===== src/core/dpsc_pkg.sv =====
// Constants and types for the digipot serial command block
package dpsc_pkg;
    localparam int          WIPER_W       = 10;       // Wiper code width
    localparam int          TAPS          = 1024;     // Wiper tap count
    localparam int          FUSE_N        = 20;       // Fuse memory locations
    localparam int          FRAME_W       = 16;       // Bits per frame
    localparam logic [4:0]  FULL_BITS     = 5'h10;    // Bits needed to execute
    localparam logic [3:0]  CMD_NOP       = 4'h0;     // No operation
    localparam logic [3:0]  CMD_WR_WIPER  = 4'h1;     // Write wiper
    localparam logic [3:0]  CMD_RD_WIPER  = 4'h2;     // Prepare wiper read
    localparam logic [3:0]  CMD_STORE     = 4'h3;     // Store wiper to fuse
    localparam logic [3:0]  CMD_SW_RST    = 4'h4;     // Software reset
    localparam logic [3:0]  CMD_RD_FUSE   = 4'h5;     // Prepare fuse read
    localparam logic [3:0]  CMD_WR_CTRL   = 4'h6;     // Write control bits
    localparam logic [3:0]  CMD_RD_CTRL   = 4'h7;     // Prepare control read
    localparam logic [3:0]  CMD_SHUTDOWN  = 4'h8;     // Shutdown on/off
    localparam logic [9:0]  MIDSCALE      = 10'h200;  // Wiper after reset, no fuse
    localparam logic [4:0]  FUSE_LAST     = 5'h13;    // Highest fuse address
    localparam logic [4:0]  ADDR_THERM_LO = 5'h14;    // First status location
    localparam logic [4:0]  ADDR_THERM_HI = 5'h15;    // Second status location
    localparam logic [4:0]  THERM_SPLIT   = 5'h0A;    // Ones per status word
    localparam logic [15:0] HIZ_WORD      = 16'h8001; // Arms output release
    localparam logic [7:0]  OFS_LINK      = 8'h00;    // Link enable register
    localparam logic [7:0]  OFS_STATUS    = 8'h04;    // Status register
    localparam logic        LINK_EN_RST   = 1'b1;     // Link enable after reset
    localparam logic [1:0]  RESP_OKAY     = 2'b00;    // AXI okay
    localparam logic [1:0]  RESP_SLVERR   = 2'b10;    // AXI slave error

    // Control register bits, C3 down to C0
    typedef struct packed {
        logic prog_ok;       // Fuse store succeeded
        logic cal_normal;    // 1 selects normal mode
        logic wiper_wr_en;   // Allows wiper writes
        logic fuse_prog_en;  // Allows fuse store
    } dpsc_ctrl_type;
    localparam dpsc_ctrl_type CTRL_RST = 4'h0;  // Control defaults

    // One received frame
    typedef struct packed {
        logic [1:0] spare;   // Unused top bits
        logic [3:0] cmd;     // Command code
        logic [9:0] data;    // Data field
    } dpsc_frame_type;

    // Frame tracking states
    typedef enum {LINK_IDLE, LINK_SHIFT, LINK_EXEC} dpsc_link_state_type;
endpackage


===== src/core/dpsc_tap_decode.sv =====
// One-hot wiper tap decoder
`timescale 1ns/1ps
module dpsc_tap_decode
    import dpsc_pkg::*;
(
    // Clock and reset
    input  wire logic                        clk,
    input  wire logic                        arst_n,
    // Wiper state
    input  wire logic [dpsc_pkg::WIPER_W-1:0] code,
    input  wire logic                        shut,
    // Tap selects
    output logic      [dpsc_pkg::TAPS-1:0]    tap_sel
);
    // One flop per tap; shutdown parks the wiper on the B end
    for (genvar i = 0; i < TAPS; i++)
    begin : g_tap
        wire hit = shut ? (i == 0) : (code == 10'(i));  // Tap match
        always_ff @(posedge clk or negedge arst_n)
        begin
            if (!arst_n)
                tap_sel[i] <= (i == int'(MIDSCALE));
            else
                tap_sel[i] <= hit;
        end
    end
endmodule


===== src/core/dpsc_top.sv =====
// Serial command control of a single-channel digital potentiometer
//
// Our own choices: the AXI4-Lite interface to the registers and the address map.
`timescale 1ns/1ps
// Overview of operation
// - Shutdown command with bit zero set enters shutdown
// - Shutdown leaves wiper register untouched
// - All commands still run during shutdown
// - Shutdown command with bit zero clear exits
// - Fuse addresses 0x00-0x13 return programmed values
// - Addresses 0x14, 0x15 return thermometer counts
// - Prepared read shifts out next frame
// - Command zero, data zero changes nothing except after 0x8001, where it releases output
// - Reset pin rising edge reloads last fuse
// - Software reset reloads like reset pin
// - No fuse programmed: reload midscale
// - Any reset restores control defaults
// - Commands 2, 5, 7 read wiper, fuse, control
// - Output changes on serial clock rise
// - 0x8001 then command zero releases output
// - Daisy chain passes first bits through
// - Calibration bit picks resistor performance mode
// - Wiper code selects exactly one tap
// - Fuse read address is data bits 4:0
// - Calibration bit zero means performance mode
module dpsc_top
    import dpsc_pkg::*;
(
    // Clock and reset
    input  wire logic                         CLK,
    input  wire logic                         ARST_N,
    // Serial link pins
    input  wire logic                         SCLK,
    input  wire logic                         SYNC_N,
    input  wire logic                         DIN,
    input  wire logic                         RESET_PIN,
    output logic                              DOUT_O,
    output logic                              DOUT_OE,
    // Resistor controls
    output logic      [dpsc_pkg::WIPER_W-1:0] WIPER,
    output logic                              SHUTDOWN,
    output logic                              CAL_PERF_MODE,
    output logic      [dpsc_pkg::TAPS-1:0]    TAP_SEL,
    // AXI4-Lite write address
    input  wire logic [7:0]                   S_AXI_AWADDR,
    input  wire logic                         S_AXI_AWVALID,
    output logic                              S_AXI_AWREADY,
    // AXI4-Lite write data
    input  wire logic [31:0]                  S_AXI_WDATA,
    input  wire logic [3:0]                   S_AXI_WSTRB,
    input  wire logic                         S_AXI_WVALID,
    output logic                              S_AXI_WREADY,
    // AXI4-Lite write response
    output logic      [1:0]                   S_AXI_BRESP,
    output logic                              S_AXI_BVALID,
    input  wire logic                         S_AXI_BREADY,
    // AXI4-Lite read address
    input  wire logic [7:0]                   S_AXI_ARADDR,
    input  wire logic                         S_AXI_ARVALID,
    output logic                              S_AXI_ARREADY,
    // AXI4-Lite read data
    output logic      [31:0]                  S_AXI_RDATA,
    output logic      [1:0]                   S_AXI_RRESP,
    output logic                              S_AXI_RVALID,
    input  wire logic                         S_AXI_RREADY
);

    logic [3:0]          pin_s1;      // First sync stage
    logic [3:0]          pin_s2;      // Second sync stage
    logic                sclk_d;      // Delayed synced clock
    logic                rstp_d;      // Delayed synced reset pin
    dpsc_link_state_type state;       // Frame state
    dpsc_link_state_type next_state;  // Next frame state
    logic [15:0]         shreg;       // Shift register
    logic [4:0]          bit_cnt;     // Bits in frame, saturating
    logic [15:0]         prev_word;   // Last executed frame
    logic [9:0]          wiper;       // Wiper position register
    dpsc_ctrl_type       ctrl;        // Control register
    logic                shut;        // Shutdown flag
    logic                hiz;         // Output released
    logic                dout_oe;     // Registered pull-down enable
    logic [9:0]          fuse_mem [FUSE_N];  // Fuse memory
    logic [4:0]          fuse_cnt;    // Locations programmed
    logic                link_en;     // Software link enable
    logic [9:0]          next_wiper;  // Next wiper
    dpsc_ctrl_type       next_ctrl;   // Next control
    logic                next_shut;   // Next shutdown flag
    logic                next_hiz;    // Next release flag

    // Synchronise pins: clock, select, data, reset
    always_ff @(posedge CLK or negedge ARST_N)
    begin
        if (!ARST_N)
        begin
            pin_s1 <= 4'hF;
            pin_s2 <= 4'hF;
            sclk_d <= 1'b1;
            rstp_d <= 1'b1;
        end
        else
        begin
            pin_s1 <= {SCLK, SYNC_N, DIN, RESET_PIN};
            pin_s2 <= pin_s1;
            sclk_d <= pin_s2[3];
            rstp_d <= pin_s2[0];
        end
    end

    // Decoded pin events
    wire sclk_rise   = pin_s2[3] & ~sclk_d;       // Serial clock edge
    wire sync_n_s    = pin_s2[2];                 // Frame select level
    wire din_s       = pin_s2[1];                 // Data bit
    wire hw_rst_rise = pin_s2[0] & ~rstp_d;       // Reset pin edge
    wire exec        = (state == LINK_EXEC);      // Frame executes
    wire shifting    = (state == LINK_SHIFT) & sclk_rise;

    // Frame fields
    dpsc_frame_type frame;
    assign frame = shreg;
    wire [3:0] cmd      = frame.cmd;
    wire [4:0] rd_addr  = frame.data[4:0];
    wire       is_rd    = (cmd == CMD_RD_WIPER) | (cmd == CMD_RD_FUSE) | (cmd == CMD_RD_CTRL);

    // Frame state: shift while select is low, execute on its rise if 16 bits came in and the link is enabled
    always_comb
    begin
        next_state = state;
        case (state)
            LINK_IDLE:
                if (!sync_n_s)
                    next_state = LINK_SHIFT;
            LINK_SHIFT:
                if (sync_n_s)
                    next_state = (bit_cnt == FULL_BITS && link_en) ? LINK_EXEC : LINK_IDLE;
            LINK_EXEC:
                next_state = LINK_IDLE;
            default:
                next_state = LINK_IDLE;
        endcase
    end

    // State and bit counter
    always_ff @(posedge CLK or negedge ARST_N)
    begin
        if (!ARST_N)
        begin
            state   <= LINK_IDLE;
            bit_cnt <= 5'h0;
        end
        else
        begin
            state <= next_state;
            if (state == LINK_IDLE)
                bit_cnt <= 5'h0;
            else if (shifting && bit_cnt != FULL_BITS)
                bit_cnt <= bit_cnt + 5'h1;
        end
    end

    // Fuse status as thermometer words
    function automatic logic [9:0] therm(input logic [4:0] n);
        logic [9:0] t;
        t = ~(10'h3FF << n);
        return t;
    endfunction
    wire [4:0] cnt_lo = (fuse_cnt >= THERM_SPLIT) ? THERM_SPLIT : fuse_cnt;
    wire [4:0] cnt_hi = (fuse_cnt > THERM_SPLIT) ? 5'(fuse_cnt - THERM_SPLIT) : 5'h0;

    // Readback word selection
    wire [9:0] fuse_word = (rd_addr <= FUSE_LAST) ? fuse_mem[rd_addr] :
                           (rd_addr == ADDR_THERM_LO) ? therm(cnt_lo) :
                           (rd_addr == ADDR_THERM_HI) ? therm(cnt_hi) : 10'h000;
    wire [9:0] rb_word   = (cmd == CMD_RD_WIPER) ? wiper :
                           (cmd == CMD_RD_FUSE) ? fuse_word : {6'h00, ctrl};

    // Shift in MSB first; the word pushed out feeds the next device
    always_ff @(posedge CLK or negedge ARST_N)
    begin
        if (!ARST_N)
            shreg <= 16'h0000;
        else if (shifting)
            shreg <= {shreg[14:0], din_s};
        else if (exec && is_rd)
            shreg <= {6'h00, rb_word};
    end

    // Reload source: last programmed location or midscale
    wire [9:0] reload   = (fuse_cnt == 5'h0) ? MIDSCALE : fuse_mem[5'(fuse_cnt - 5'h1)];
    wire       store_go = exec & (cmd == CMD_STORE) & ctrl.fuse_prog_en & (fuse_cnt <= FUSE_LAST);
    wire       any_rst  = hw_rst_rise | (exec & (cmd == CMD_SW_RST));

    // Command execution; shutdown works alongside every command
    always_comb
    begin
        next_wiper = wiper;
        next_ctrl  = ctrl;
        next_shut  = shut;
        next_hiz   = hiz;
        if (any_rst)
        begin
            next_wiper = reload;
            next_ctrl  = CTRL_RST;
        end
        if (exec)
        begin
            // Nonzero command takes output out of release
            next_hiz = (cmd == CMD_NOP) ? (hiz | (prev_word == HIZ_WORD)) : 1'b0;
            case (cmd)
                CMD_WR_WIPER:
                    if (ctrl.wiper_wr_en)
                        next_wiper = frame.data;
                CMD_STORE:
                    if (store_go)
                        next_ctrl.prog_ok = 1'b1;
                CMD_WR_CTRL:
                    next_ctrl = {ctrl.prog_ok, frame.data[2:0]};
                CMD_SHUTDOWN:
                    next_shut = frame.data[0];
                default:
                    next_shut = shut;
            endcase
        end
    end

    // Wiper, control and flags
    always_ff @(posedge CLK or negedge ARST_N)
    begin
        if (!ARST_N)
        begin
            wiper     <= MIDSCALE;
            ctrl      <= CTRL_RST;
            shut      <= 1'b0;
            hiz       <= 1'b0;
            prev_word <= 16'h0000;
        end
        else
        begin
            wiper <= next_wiper;
            ctrl  <= next_ctrl;
            shut  <= next_shut;
            hiz   <= next_hiz;
            if (exec)
                prev_word <= shreg;
        end
    end

    // Fuse memory, one entry written per store
    for (genvar i = 0; i < FUSE_N; i++)
    begin : g_fuse
        always_ff @(posedge CLK or negedge ARST_N)
        begin
            if (!ARST_N)
                fuse_mem[i] <= 10'h000;
            else if (store_go && fuse_cnt == 5'(i))
                fuse_mem[i] <= wiper;
        end
    end

    // Programmed count
    always_ff @(posedge CLK or negedge ARST_N)
    begin
        if (!ARST_N)
            fuse_cnt <= 5'h00;
        else if (store_go)
            fuse_cnt <= fuse_cnt + 5'h01;
    end

    // Open drain output: each serial clock rise shows the bit pushed out,
    // so the far side takes it on the falling edge; release wins
    always_ff @(posedge CLK or negedge ARST_N)
    begin
        if (!ARST_N)
            dout_oe <= 1'b0;
        else if (hiz)
            dout_oe <= 1'b0;
        else if (shifting)
            dout_oe <= ~shreg[15];
    end

    assign DOUT_O        = 1'b0;
    assign DOUT_OE       = dout_oe;
    assign WIPER         = wiper;
    assign SHUTDOWN      = shut;
    assign CAL_PERF_MODE = ~ctrl.cal_normal;

    // Tap decoder
    dpsc_tap_decode u_tap (
        .clk     (CLK),
        .arst_n  (ARST_N),
        .code    (wiper),
        .shut    (shut),
        .tap_sel (TAP_SEL)
    );

    // AXI4-Lite slave: address and data may come in either order
    logic       aw_held;  // Write address taken
    logic       w_held;   // Write data taken
    logic [7:0] aw_addr;  // Held write address
    logic [31:0] w_data;  // Held write data
    logic [3:0] w_strb;   // Held byte enables
    logic       bvalid;   // Response pending
    logic [1:0] bresp;    // Response code
    logic       rvalid;   // Read data pending
    logic [31:0] rdata;   // Read data
    logic [1:0] rresp;    // Read response

    wire aw_take  = S_AXI_AWVALID & S_AXI_AWREADY;
    wire w_take   = S_AXI_WVALID & S_AXI_WREADY;
    wire wr_go    = aw_held & w_held & ~bvalid;
    wire wr_link  = (aw_addr == OFS_LINK);
    wire rd_link  = (S_AXI_ARADDR == OFS_LINK);
    wire rd_stat  = (S_AXI_ARADDR == OFS_STATUS);
    wire [31:0] status = {7'h00, fuse_cnt, 2'h0, hiz, shut, 2'h0, ctrl, wiper};

    assign S_AXI_AWREADY = ~aw_held & ~bvalid;
    assign S_AXI_WREADY  = ~w_held & ~bvalid;
    assign S_AXI_ARREADY = ~rvalid;
    assign S_AXI_BVALID  = bvalid;
    assign S_AXI_BRESP   = bresp;
    assign S_AXI_RVALID  = rvalid;
    assign S_AXI_RDATA   = rdata;
    assign S_AXI_RRESP   = rresp;

    // Write path
    always_ff @(posedge CLK or negedge ARST_N)
    begin
        if (!ARST_N)
        begin
            aw_held <= 1'b0;
            w_held  <= 1'b0;
            aw_addr <= 8'h00;
            w_data  <= 32'h0000_0000;
            w_strb  <= 4'h0;
            bvalid  <= 1'b0;
            bresp   <= RESP_OKAY;
            link_en <= LINK_EN_RST;
        end
        else
        begin
            if (aw_take)
            begin
                aw_held <= 1'b1;
                aw_addr <= S_AXI_AWADDR;
            end
            if (w_take)
            begin
                w_held <= 1'b1;
                w_data <= S_AXI_WDATA;
                w_strb <= S_AXI_WSTRB;
            end
            if (wr_go)
            begin
                aw_held <= 1'b0;
                w_held  <= 1'b0;
                bvalid  <= 1'b1;
                bresp   <= wr_link ? RESP_OKAY : RESP_SLVERR;
                if (wr_link && w_strb[0])
                    link_en <= w_data[0];
            end
            else if (bvalid && S_AXI_BREADY)
                bvalid <= 1'b0;
        end
    end

    // Read path, answer one cycle after the address
    always_ff @(posedge CLK or negedge ARST_N)
    begin
        if (!ARST_N)
        begin
            rvalid <= 1'b0;
            rdata  <= 32'h0000_0000;
            rresp  <= RESP_OKAY;
        end
        else if (S_AXI_ARVALID && S_AXI_ARREADY)
        begin
            rvalid <= 1'b1;
            rdata  <= rd_link ? {31'h0, link_en} : (rd_stat ? status : 32'h0000_0000);
            rresp  <= (rd_link | rd_stat) ? RESP_OKAY : RESP_SLVERR;
        end
        else if (rvalid && S_AXI_RREADY)
            rvalid <= 1'b0;
    end
endmodule


===== config.mk =====
export PLATFORM = sky130hd
export DESIGN_NAME = dpsc_top
export DESIGN_NICKNAME = d
export VERILOG_FILES = /design/src/core/dpsc_pkg.sv /design/src/core/dpsc_tap_decode.sv /design/src/core/dpsc_top.sv
export SDC_FILE = /design/constraint.sdc
export NUM_CORES = 2
export LEC_CHECK = 0
export BUFFER_PORTS_ARGS = -buffer_cell sky130_fd_sc_hd__buf_2
export CAP_MARGIN = 40
export CORE_AREA = 4 4 442 444
export DETAILED_ROUTE_END_ITERATION = 6
export DIE_AREA = 0 0 446 448
export MAX_ROUTING_LAYER = met4
export PLACE_DENSITY = 0.39
export SLEW_MARGIN = 30
export SYNTH_ARGS = -nofsm -noshare
export SYNTH_HDL_FRONTEND = slang
export SYNTH_SLANG_ARGS = --single-unit

===== constraint.sdc =====
create_clock -name CLK -period 8.9 [get_ports CLK]
set_clock_uncertainty 0.2 [all_clocks]
set_input_delay 0.445 -clock CLK [delete_from_list [all_inputs] [get_ports CLK]]
set_output_delay 0.445 -clock CLK [all_outputs]
set_load 0.005 [all_outputs]

After elaboration in Yosys (flattened, before gate mapping):

Cells that the tools add are included.

* $add $sub $neg: 4
* magnitude comparators: 6
* eq/ne operators: 1062
* shifts and indexed selects: 2
* multiplexer cells: 1070
* bitwise operators: 30
* reduce and logical (&&, ||, !) cells: 44

Operators by type and width (number)
* == test 10 bit (second input constant): 512
* == test 10 x 9 -> 1 bit (second input constant): 256
* == test 10 x 8 -> 1 bit (second input constant): 128
* 2-to-1 mux 1 bit: 1036
* == test 10 x 7 -> 1 bit (second input constant): 64
* == test 10 x 6 -> 1 bit (second input constant): 32
* == test 10 x 5 -> 1 bit (second input constant): 16
* 2-to-1 mux 10 bit: 14
* binary-select mux 10 bit (select 5 bit): 2
* == test 10 x 4 -> 1 bit (second input constant): 8
* logical NOT 32 bit: 2
* 2-to-1 mux 32 bit: 2
* one-hot mux 32 bit (2 select lines): 1
* 2-to-1 mux 25 bit: 2
* == test 10 x 3 -> 1 bit (second input constant): 4
* == test 5 x 4 -> 1 bit (second input constant): 8
* == test 5 bit (second input constant): 7
* == test 32 x 1 -> 1 bit (second input constant): 1
* == test 32 x 2 -> 1 bit (second input constant): 1
* == test 32 x 3 -> 1 bit (second input constant): 1
* 2-to-1 mux 16 bit: 2
* logical AND 1 bit: 27
* == test 10 x 2 -> 1 bit (second input constant): 2
* == test 5 x 3 -> 1 bit (second input constant): 4
* other kinds (35): 86

* register bits after elaboration: 1376
* input port bits: 63
* output and inout bits: 1079
* logic and storage cells: 3290

Logic depth before layout (Yosys ltp):

* depth after elaboration: 11
* depth in mapped cells: 13
* depth with buffers taken out: 8

By module:

Synthesis repeated with hierarchy kept, for this count alone.

* cells, all modules: 3685
* area, all modules: 49792.8 um^2

Modules (own cells, without submodules)
* dpsc_tap_decode: times used 1, cells an instance 2430, area an instance 33722.3 um^2, seq. area each 25625.8 um^2
* dpsc_top: times used 1, cells an instance 1255, area an instance 16070.4 um^2, seq. area each 7747.4 um^2

Worst setup path after synthesis:

Ideal clock, no wire load.

* path type: reg2reg
* start: register fuse_cnt[0]
* end: register wiper[8], in the netlist WIPER[8]
* arrival: 2997 ps
* required time: 8562 ps
* setup slack: 5565 ps
* stages on the path, launching flop included: 13
* period minus slack after synthesis: 3335 ps
* cell sequence: dfrtp_1 > buf_2 > buf_4 > buf_2 > inv_1 > ha_1 > clkbuf_1 > buf_2 > clkbuf_1 > mux4_2 > mux2_2 > o21ai_0 > o21ai_0

* cells in the longest elaborated chain, start to end: 10

RTL lines
* from (decl): RTL line dpsc_top.sv:83 `logic [4:0] fuse_cnt;`
* from (signal assigned): RTL line dpsc_top.sv:265 `fuse_cnt <= fuse_cnt + 5'h01;`
* subtractor 5 x 1 -> 5 bit: RTL line dpsc_top.sv:188 `wire [9:0] reload = (fuse_cnt == 5'h0) ? MIDSCALE : fuse_mem[5'(fuse_cnt - 5'h1)];`
* inverter 5 -> 6 bit (implied by the code): RTL line dpsc_top.sv:188
* binary-select mux 10 bit (select 5 bit): RTL line dpsc_top.sv:188
* 2-to-1 mux 10 bit (implied by the code) (2 in a row): RTL line dpsc_top.sv:188
* 2-to-1 mux 10 bit *: RTL line dpsc_top.sv:188
* 2-to-1 mux 10 bit *: RTL line dpsc_top.sv:199 `if (any_rst)`
* 2-to-1 mux 10 bit: RTL line dpsc_top.sv:210 `if (ctrl.wiper_wr_en)`
* 2-to-1 mux 10 bit: RTL line dpsc_top.sv:208 `case (cmd)`
* 2-to-1 mux 10 bit *: RTL line dpsc_top.sv:204 `if (exec)`
* named net next_wiper[8]: RTL line dpsc_top.sv:85 `logic [9:0] next_wiper;`
* to (signal assigned): RTL line dpsc_top.sv:238 `wiper <= next_wiper;`
* to (decl): RTL line dpsc_top.sv:77 `logic [9:0] wiper;`

The timed path passes the listed nets; every way through them passes the cells marked *. The select of a mux whose other input is x is not followed.
A chain may end at the register's enable or synchronous reset.

Worst setup path after layout:

* start: register fuse_cnt[0]
* end: register fuse_mem[185] in the netlist's numbering

* cells in the longest elaborated chain, start to end: 3

RTL lines
* less-or-equal comparator 5 bit: RTL line dpsc_top.sv:189 `wire store_go = exec & (cmd == CMD_STORE) & ctrl.fuse_prog_en & (fuse_cnt <= FUSE_LAST);`
* bitwise AND 1 bit: RTL line dpsc_top.sv:189
* logical AND 1 bit *: RTL line dpsc_top.sv:254 `else if (store_go && fuse_cnt == 5'(i))`
* to (signal, indexed assignment): RTL line dpsc_top.sv:255 `fuse_mem[i] <= wiper;`
* to (decl): RTL line dpsc_top.sv:82 `logic [9:0] fuse_mem [FUSE_N];`

Every way passes the cells marked *; elsewhere a longest branch is shown, timed or not.

==> impl_table.tex <==
\begin{tabular}{lr}
\hline
Metric & Value \\
\hline
\multicolumn{2}{l}{\textbf{Run status}} \\
Outcome & finished with violations \\
Violated checks & negative hold slack \\
\multicolumn{2}{l}{\textbf{STA}} \\
Unrepaired setup endpoints after global routing & no \\
Period Utilization, post-route & 0.4760 \\
Fmax & 236.0 MHz \\
Final critical path time including I/O delays and setup & 4237 ps \\
Setup TNS after final layout & 0 ps \\
Worst-margin pin slew & 1185 ps \\
Relative slew margins & 0.2101 \\
Endpoints failing hold & 1 \\
Total count of max-transition violations in the final report & 0 \\
Fin Hold WS & -0.3095 ps \\
Final number of setup-violating endpoints & 0 \\
\multicolumn{2}{l}{\textbf{Clock network}} \\
Clock Root Buffer & sky130\_fd\_sc\_hd\_\_clkbuf\_16 \\
Post-CTS setup-driven buffer insertion count & 0 \\
Sinks on Clock Net & 1333 \\
CTS tree & yes \\
Number of buffers created by CTS & 157 \\
Cts repair resizes & 0 \\
CTS Hold Bufs & 25 \\
Number of H-tree levels & 4 \\
Post-CTS clock slew at the launch and capture registers of the worst setup and hold paths & 60 ps \\
Clock latency on the worst-skew pair & 800 ps \\
Maximum clock insertion buffer count & 3 \\
\multicolumn{2}{l}{\textbf{Die}} \\
Number of I/O pins & 1142 \\
Effective utilization at floorplan & 0.2477 \\
Placeable Area & 191600 um\^{}2 \\
Count of standard-cell rows & 161 \\
Die Wd & 446 um \\
Full die area & 199800 um\^{}2 \\
Die Y & 448 um \\
\multicolumn{2}{l}{\textbf{GRT}} \\
All-Layer GR Usage & 0.2303 \\
Wire length of the first global-routing pass & 308400 um \\
Number of antenna violations at the first check in global routing & 10 \\
Maximum number of pins on one net before global-route repair & 169 \\
Met3 usage & 0.04226 \\
Vias in the first global route & 34014 \\
Met2 track utilization from global routing & 0.3804 \\
GRT busiest layer & met2 \\
Met1 capacity usage during global routing & 0.2899 \\
Total grt overflow & 0 \\
\multicolumn{2}{l}{\textbf{Placement}} \\
Count of buffers from port buffering & 1093 \\
DP Wirelength & 165300 um \\
Cell count after placement & 7207 \\
Post-DP Area & 56150 um\^{}2 \\
Global placer's final weighted congestion & 0.9363 \\
\multicolumn{2}{l}{\textbf{Power}} \\
Maximum ir drop on the vdd rail & 0.1749 mV \\
Power density relative to cell area & 210.5 nW/um\^{}2 \\
Leakage power & 0.03188 uW \\
\multicolumn{2}{l}{\textbf{Layout}} \\
Area of all placed cells without fillers & 61650 um\^{}2 \\
Syn-to-layout area delta & 29.94\% \\
Final cell count without fillers & 7524 \\
Commonest non-fill, non-tap cell in the layout & sky130\_fd\_sc\_hd\_\_dfrtp\_1 \\
Share of post-route cells with drive strength above 1 & 0.3628 \\
Commonest cells after routing, fill and taps aside & sky130\_fd\_sc\_hd\_\_dfrtp\_1, sky130\_fd\_sc\_hd\_\_buf\_2, sky130\_fd\_sc\_hd\_\_nor2\_1, sky130\_fd\_sc\_hd\_\_nand2\_1, sky130\_fd\_sc\_hd\_\_mux2\_2 \\
Fin nets & 4951 \\
\multicolumn{2}{l}{\textbf{Min path}} \\
Hold crit path type & input pin to async pin \\
\multicolumn{2}{l}{\textbf{Route}} \\
Count of TritonRoute iterations in the first routing pass & 5 \\
Remaining antenna violation count after routing & 0 \\
Violation count after the first detailed-routing iteration & 2676 \\
Average wire length per cell after detail routing & 30.53 um \\
Average via count per standard cell & 4.481 \\
DRC violations left & 0 \\
Wire length reported by the detailed router & 229700 um \\
Via count of the routed design & 33715 \\
\multicolumn{2}{l}{\textbf{Critical path}} \\
Crit path buf inv count & 1 \\
Slowest stage cell, crit path & sky130\_fd\_sc\_hd\_\_dfrtp\_4 \\
Worst setup path category & flop to flop \\
Largest fanout of any net on the critical path & 34 \\
Data arrival time at the worst-slack endpoint & 4710 ps \\
Worst path max stage delay & 820 ps \\
Element type at the critical path end & flop \\
Depth of the most critical reg-to-reg path & 6 \\
List of cells traversed by the critical path & buf\_4 > ha\_1 > o21ai\_0 > a21oi\_4 > nand4\_2 > mux2\_2 \\
Largest delay share family, worst path & compound AO/OA/AOI/OAI gates \\
Reg2reg end & fuse\_mem[185] \\
Start of the worst register-to-register path & fuse\_cnt[0] \\
Register-to-register path setup slack & 4660 ps \\
Element type at the critical path start & flop \\
Critical path required time & 9380 ps \\
\multicolumn{2}{l}{\textbf{Logic synthesis}} \\
Synth async-reset ratio & 1.000 \\
Post-synth design cell area & 47450 um\^{}2 \\
Post-synth EDFFs & 0 \\
Top cells by area in the synthesized netlist & sky130\_fd\_sc\_hd\_\_dfrtp\_1, sky130\_fd\_sc\_hd\_\_nor2\_1, sky130\_fd\_sc\_hd\_\_mux2\_2 \\
Multiplexer share of the synthesized area & 0.1043 \\
Gate count of the mapped netlist & 3751 \\
Share of synthesized cell area in and, or, nand and nor gates & 0.1370 \\
Average cell area after synthesis & 12.65 um\^{}2 \\
Synth area leader & sky130\_fd\_sc\_hd\_\_dfrtp\_1 \\
Dominant combinational cell family by area after synthesis & simple AND/OR/NAND/NOR gates \\
Seq/Total Area, Yosys & 0.7034 \\
Area fraction of the dominant cell type after synthesis & 0.6962 \\
Register bit count reported by yosys & 1333 \\
Number of synthesis warnings & 0 \\
Leading register cell type out of synthesis & sky130\_fd\_sc\_hd\_\_dfrtp\_1 \\
Fraction of the mapped netlist area in adder cells & 0.003165 \\
Fraction of synthesized cell area in xor and xnor cells & 0.002031 \\
Number of distinct library cells after synthesis & 75 \\
Synthesized-area fraction occupied by ao, oa, aoi and oai cells & 0.02445 \\
\multicolumn{2}{l}{\textbf{Job}} \\
Number of max-cap violations & 0 \\
\hline
\end{tabular}
[Yosys cell counts, types with 12 or more instances]
cell type and instances:
sky130_fd_sc_hd__mux2_2 219, sky130_fd_sc_hd__dfstp_2 13, sky130_fd_sc_hd__nor2_1 1080, sky130_fd_sc_hd__buf_4 21, sky130_fd_sc_hd__buf_1 12, sky130_fd_sc_hd__a21oi_1 22, sky130_fd_sc_hd__mux4_2 95, sky130_fd_sc_hd__o21ai_0 46
sky130_fd_sc_hd__a22o_1 20, sky130_fd_sc_hd__clkbuf_1 209, sky130_fd_sc_hd__inv_1 19, sky130_fd_sc_hd__mux2i_1 33, sky130_fd_sc_hd__nand2b_1 12, sky130_fd_sc_hd__buf_2 20, sky130_fd_sc_hd__nor2b_1 12, sky130_fd_sc_hd__nand3_1 21
sky130_fd_sc_hd__dfrtp_1 1320, sky130_fd_sc_hd__ha_1 12, sky130_fd_sc_hd__nand2_1 372, sky130_fd_sc_hd__nor3_1 25
[worst max path at each step]
stage	startpoint	end	cells after the start
6_report	fuse_cnt[0]	fuse_mem[185]	6
5_1_grt	fuse_cnt[0]	fuse_mem[184]	6
4_1_cts	fuse_cnt[0]	fuse_mem[184]	6
3_5_place_dp	fuse_cnt[0]	fuse_mem[184]	6
3_3_place_gp	fuse_cnt[0]	fuse_mem[187]	6
2_1_floorplan	fuse_cnt[0]	WIPER[8]	12
[registers in the layout (all words and copies together) (netlist names), 2 cells and up]
name / count
u_tap.tap_sel: 1024
fuse_mem: 200
S_AXI_RDATA: 21
frame: 16
prev_word: 16
WIPER: 10
aw_addr: 8
bit_cnt: 5
fuse_cnt: 5
ctrl: 4
pin_s1: 4
pin_s2: 4
state: 2
[cell type report]
| cell class | count | area [um^2] |
|---|---|---|
| clock buffers | 238 | 4553 |
| flip-flops and latches | 1333 | 33380 |
| repair buffers | 1219 | 6863 |
| inverters | 21 | 78.83 |
| fillers | 19517 | 129900 |
| multi-input cells | 2144 | 13130 |
| diodes | 6 | 15.01 |
| clock inverters | 37 | 465.4 |
| well taps | 2526 | 3161 |
[worst register-to-register path: stages, from the launching register on]
cell,delay [ps]
sky130_fd_sc_hd__dfrtp_4,820
sky130_fd_sc_hd__buf_4,770
sky130_fd_sc_hd__ha_1,400
sky130_fd_sc_hd__o21ai_0,180
sky130_fd_sc_hd__a21oi_4,680
sky130_fd_sc_hd__nand4_2,590
sky130_fd_sc_hd__mux2_2,480
[metrics by stage]
stage | utilization | total power [uW] | setup WS (ps) | hold slack (ps)
5_1_grt | 0.3218 | 13440 | 4398 | 83.47
6_report | 0.3218 | 12980 | 4663 | -0.3095
3_5_place_dp | 0.2931 | 6741 | 4519 | 150.0
3_3_place_gp | 0.2920 | 6739 | 4537 | 148.2
2_1_floorplan | - | 6472 | 5565 | -50.59
4_1_cts | 0.3206 | 13140 | 4511 | 30.10
[cells by family (layout without fill, tap and decap cells)]
family | count (synthesis) | in the layout
simple gates | 1593 | 1593
xor+xnor | 11 | 11
other cells | 1 | 20
fa+ha+maj | 12 | 12
compound gates | 166 | 166
flops | 1333 | 1333
buf+inv | 287 | 1515
mux | 348 | 348
[metal layers]
metal,up-vias,part of all wire
met3,264,0.052
met5,-,0
met1,17875,0.42
met2,1092,0.50
li1,14484,-
met4,0,0.030
[power breakdown]
group | leakage (uW) | switching [uW] | internal, uW | total (uW)
clock | 0.00246 | 2700 | 3640 | 6340
sequential | 0.0185 | 53.2 | 6110 | 6160
combinational | 0.0109 | 323 | 152 | 475
total | 0.0319 | 3080 | 9900 | 13000
(Power assumes the default switching activity.)
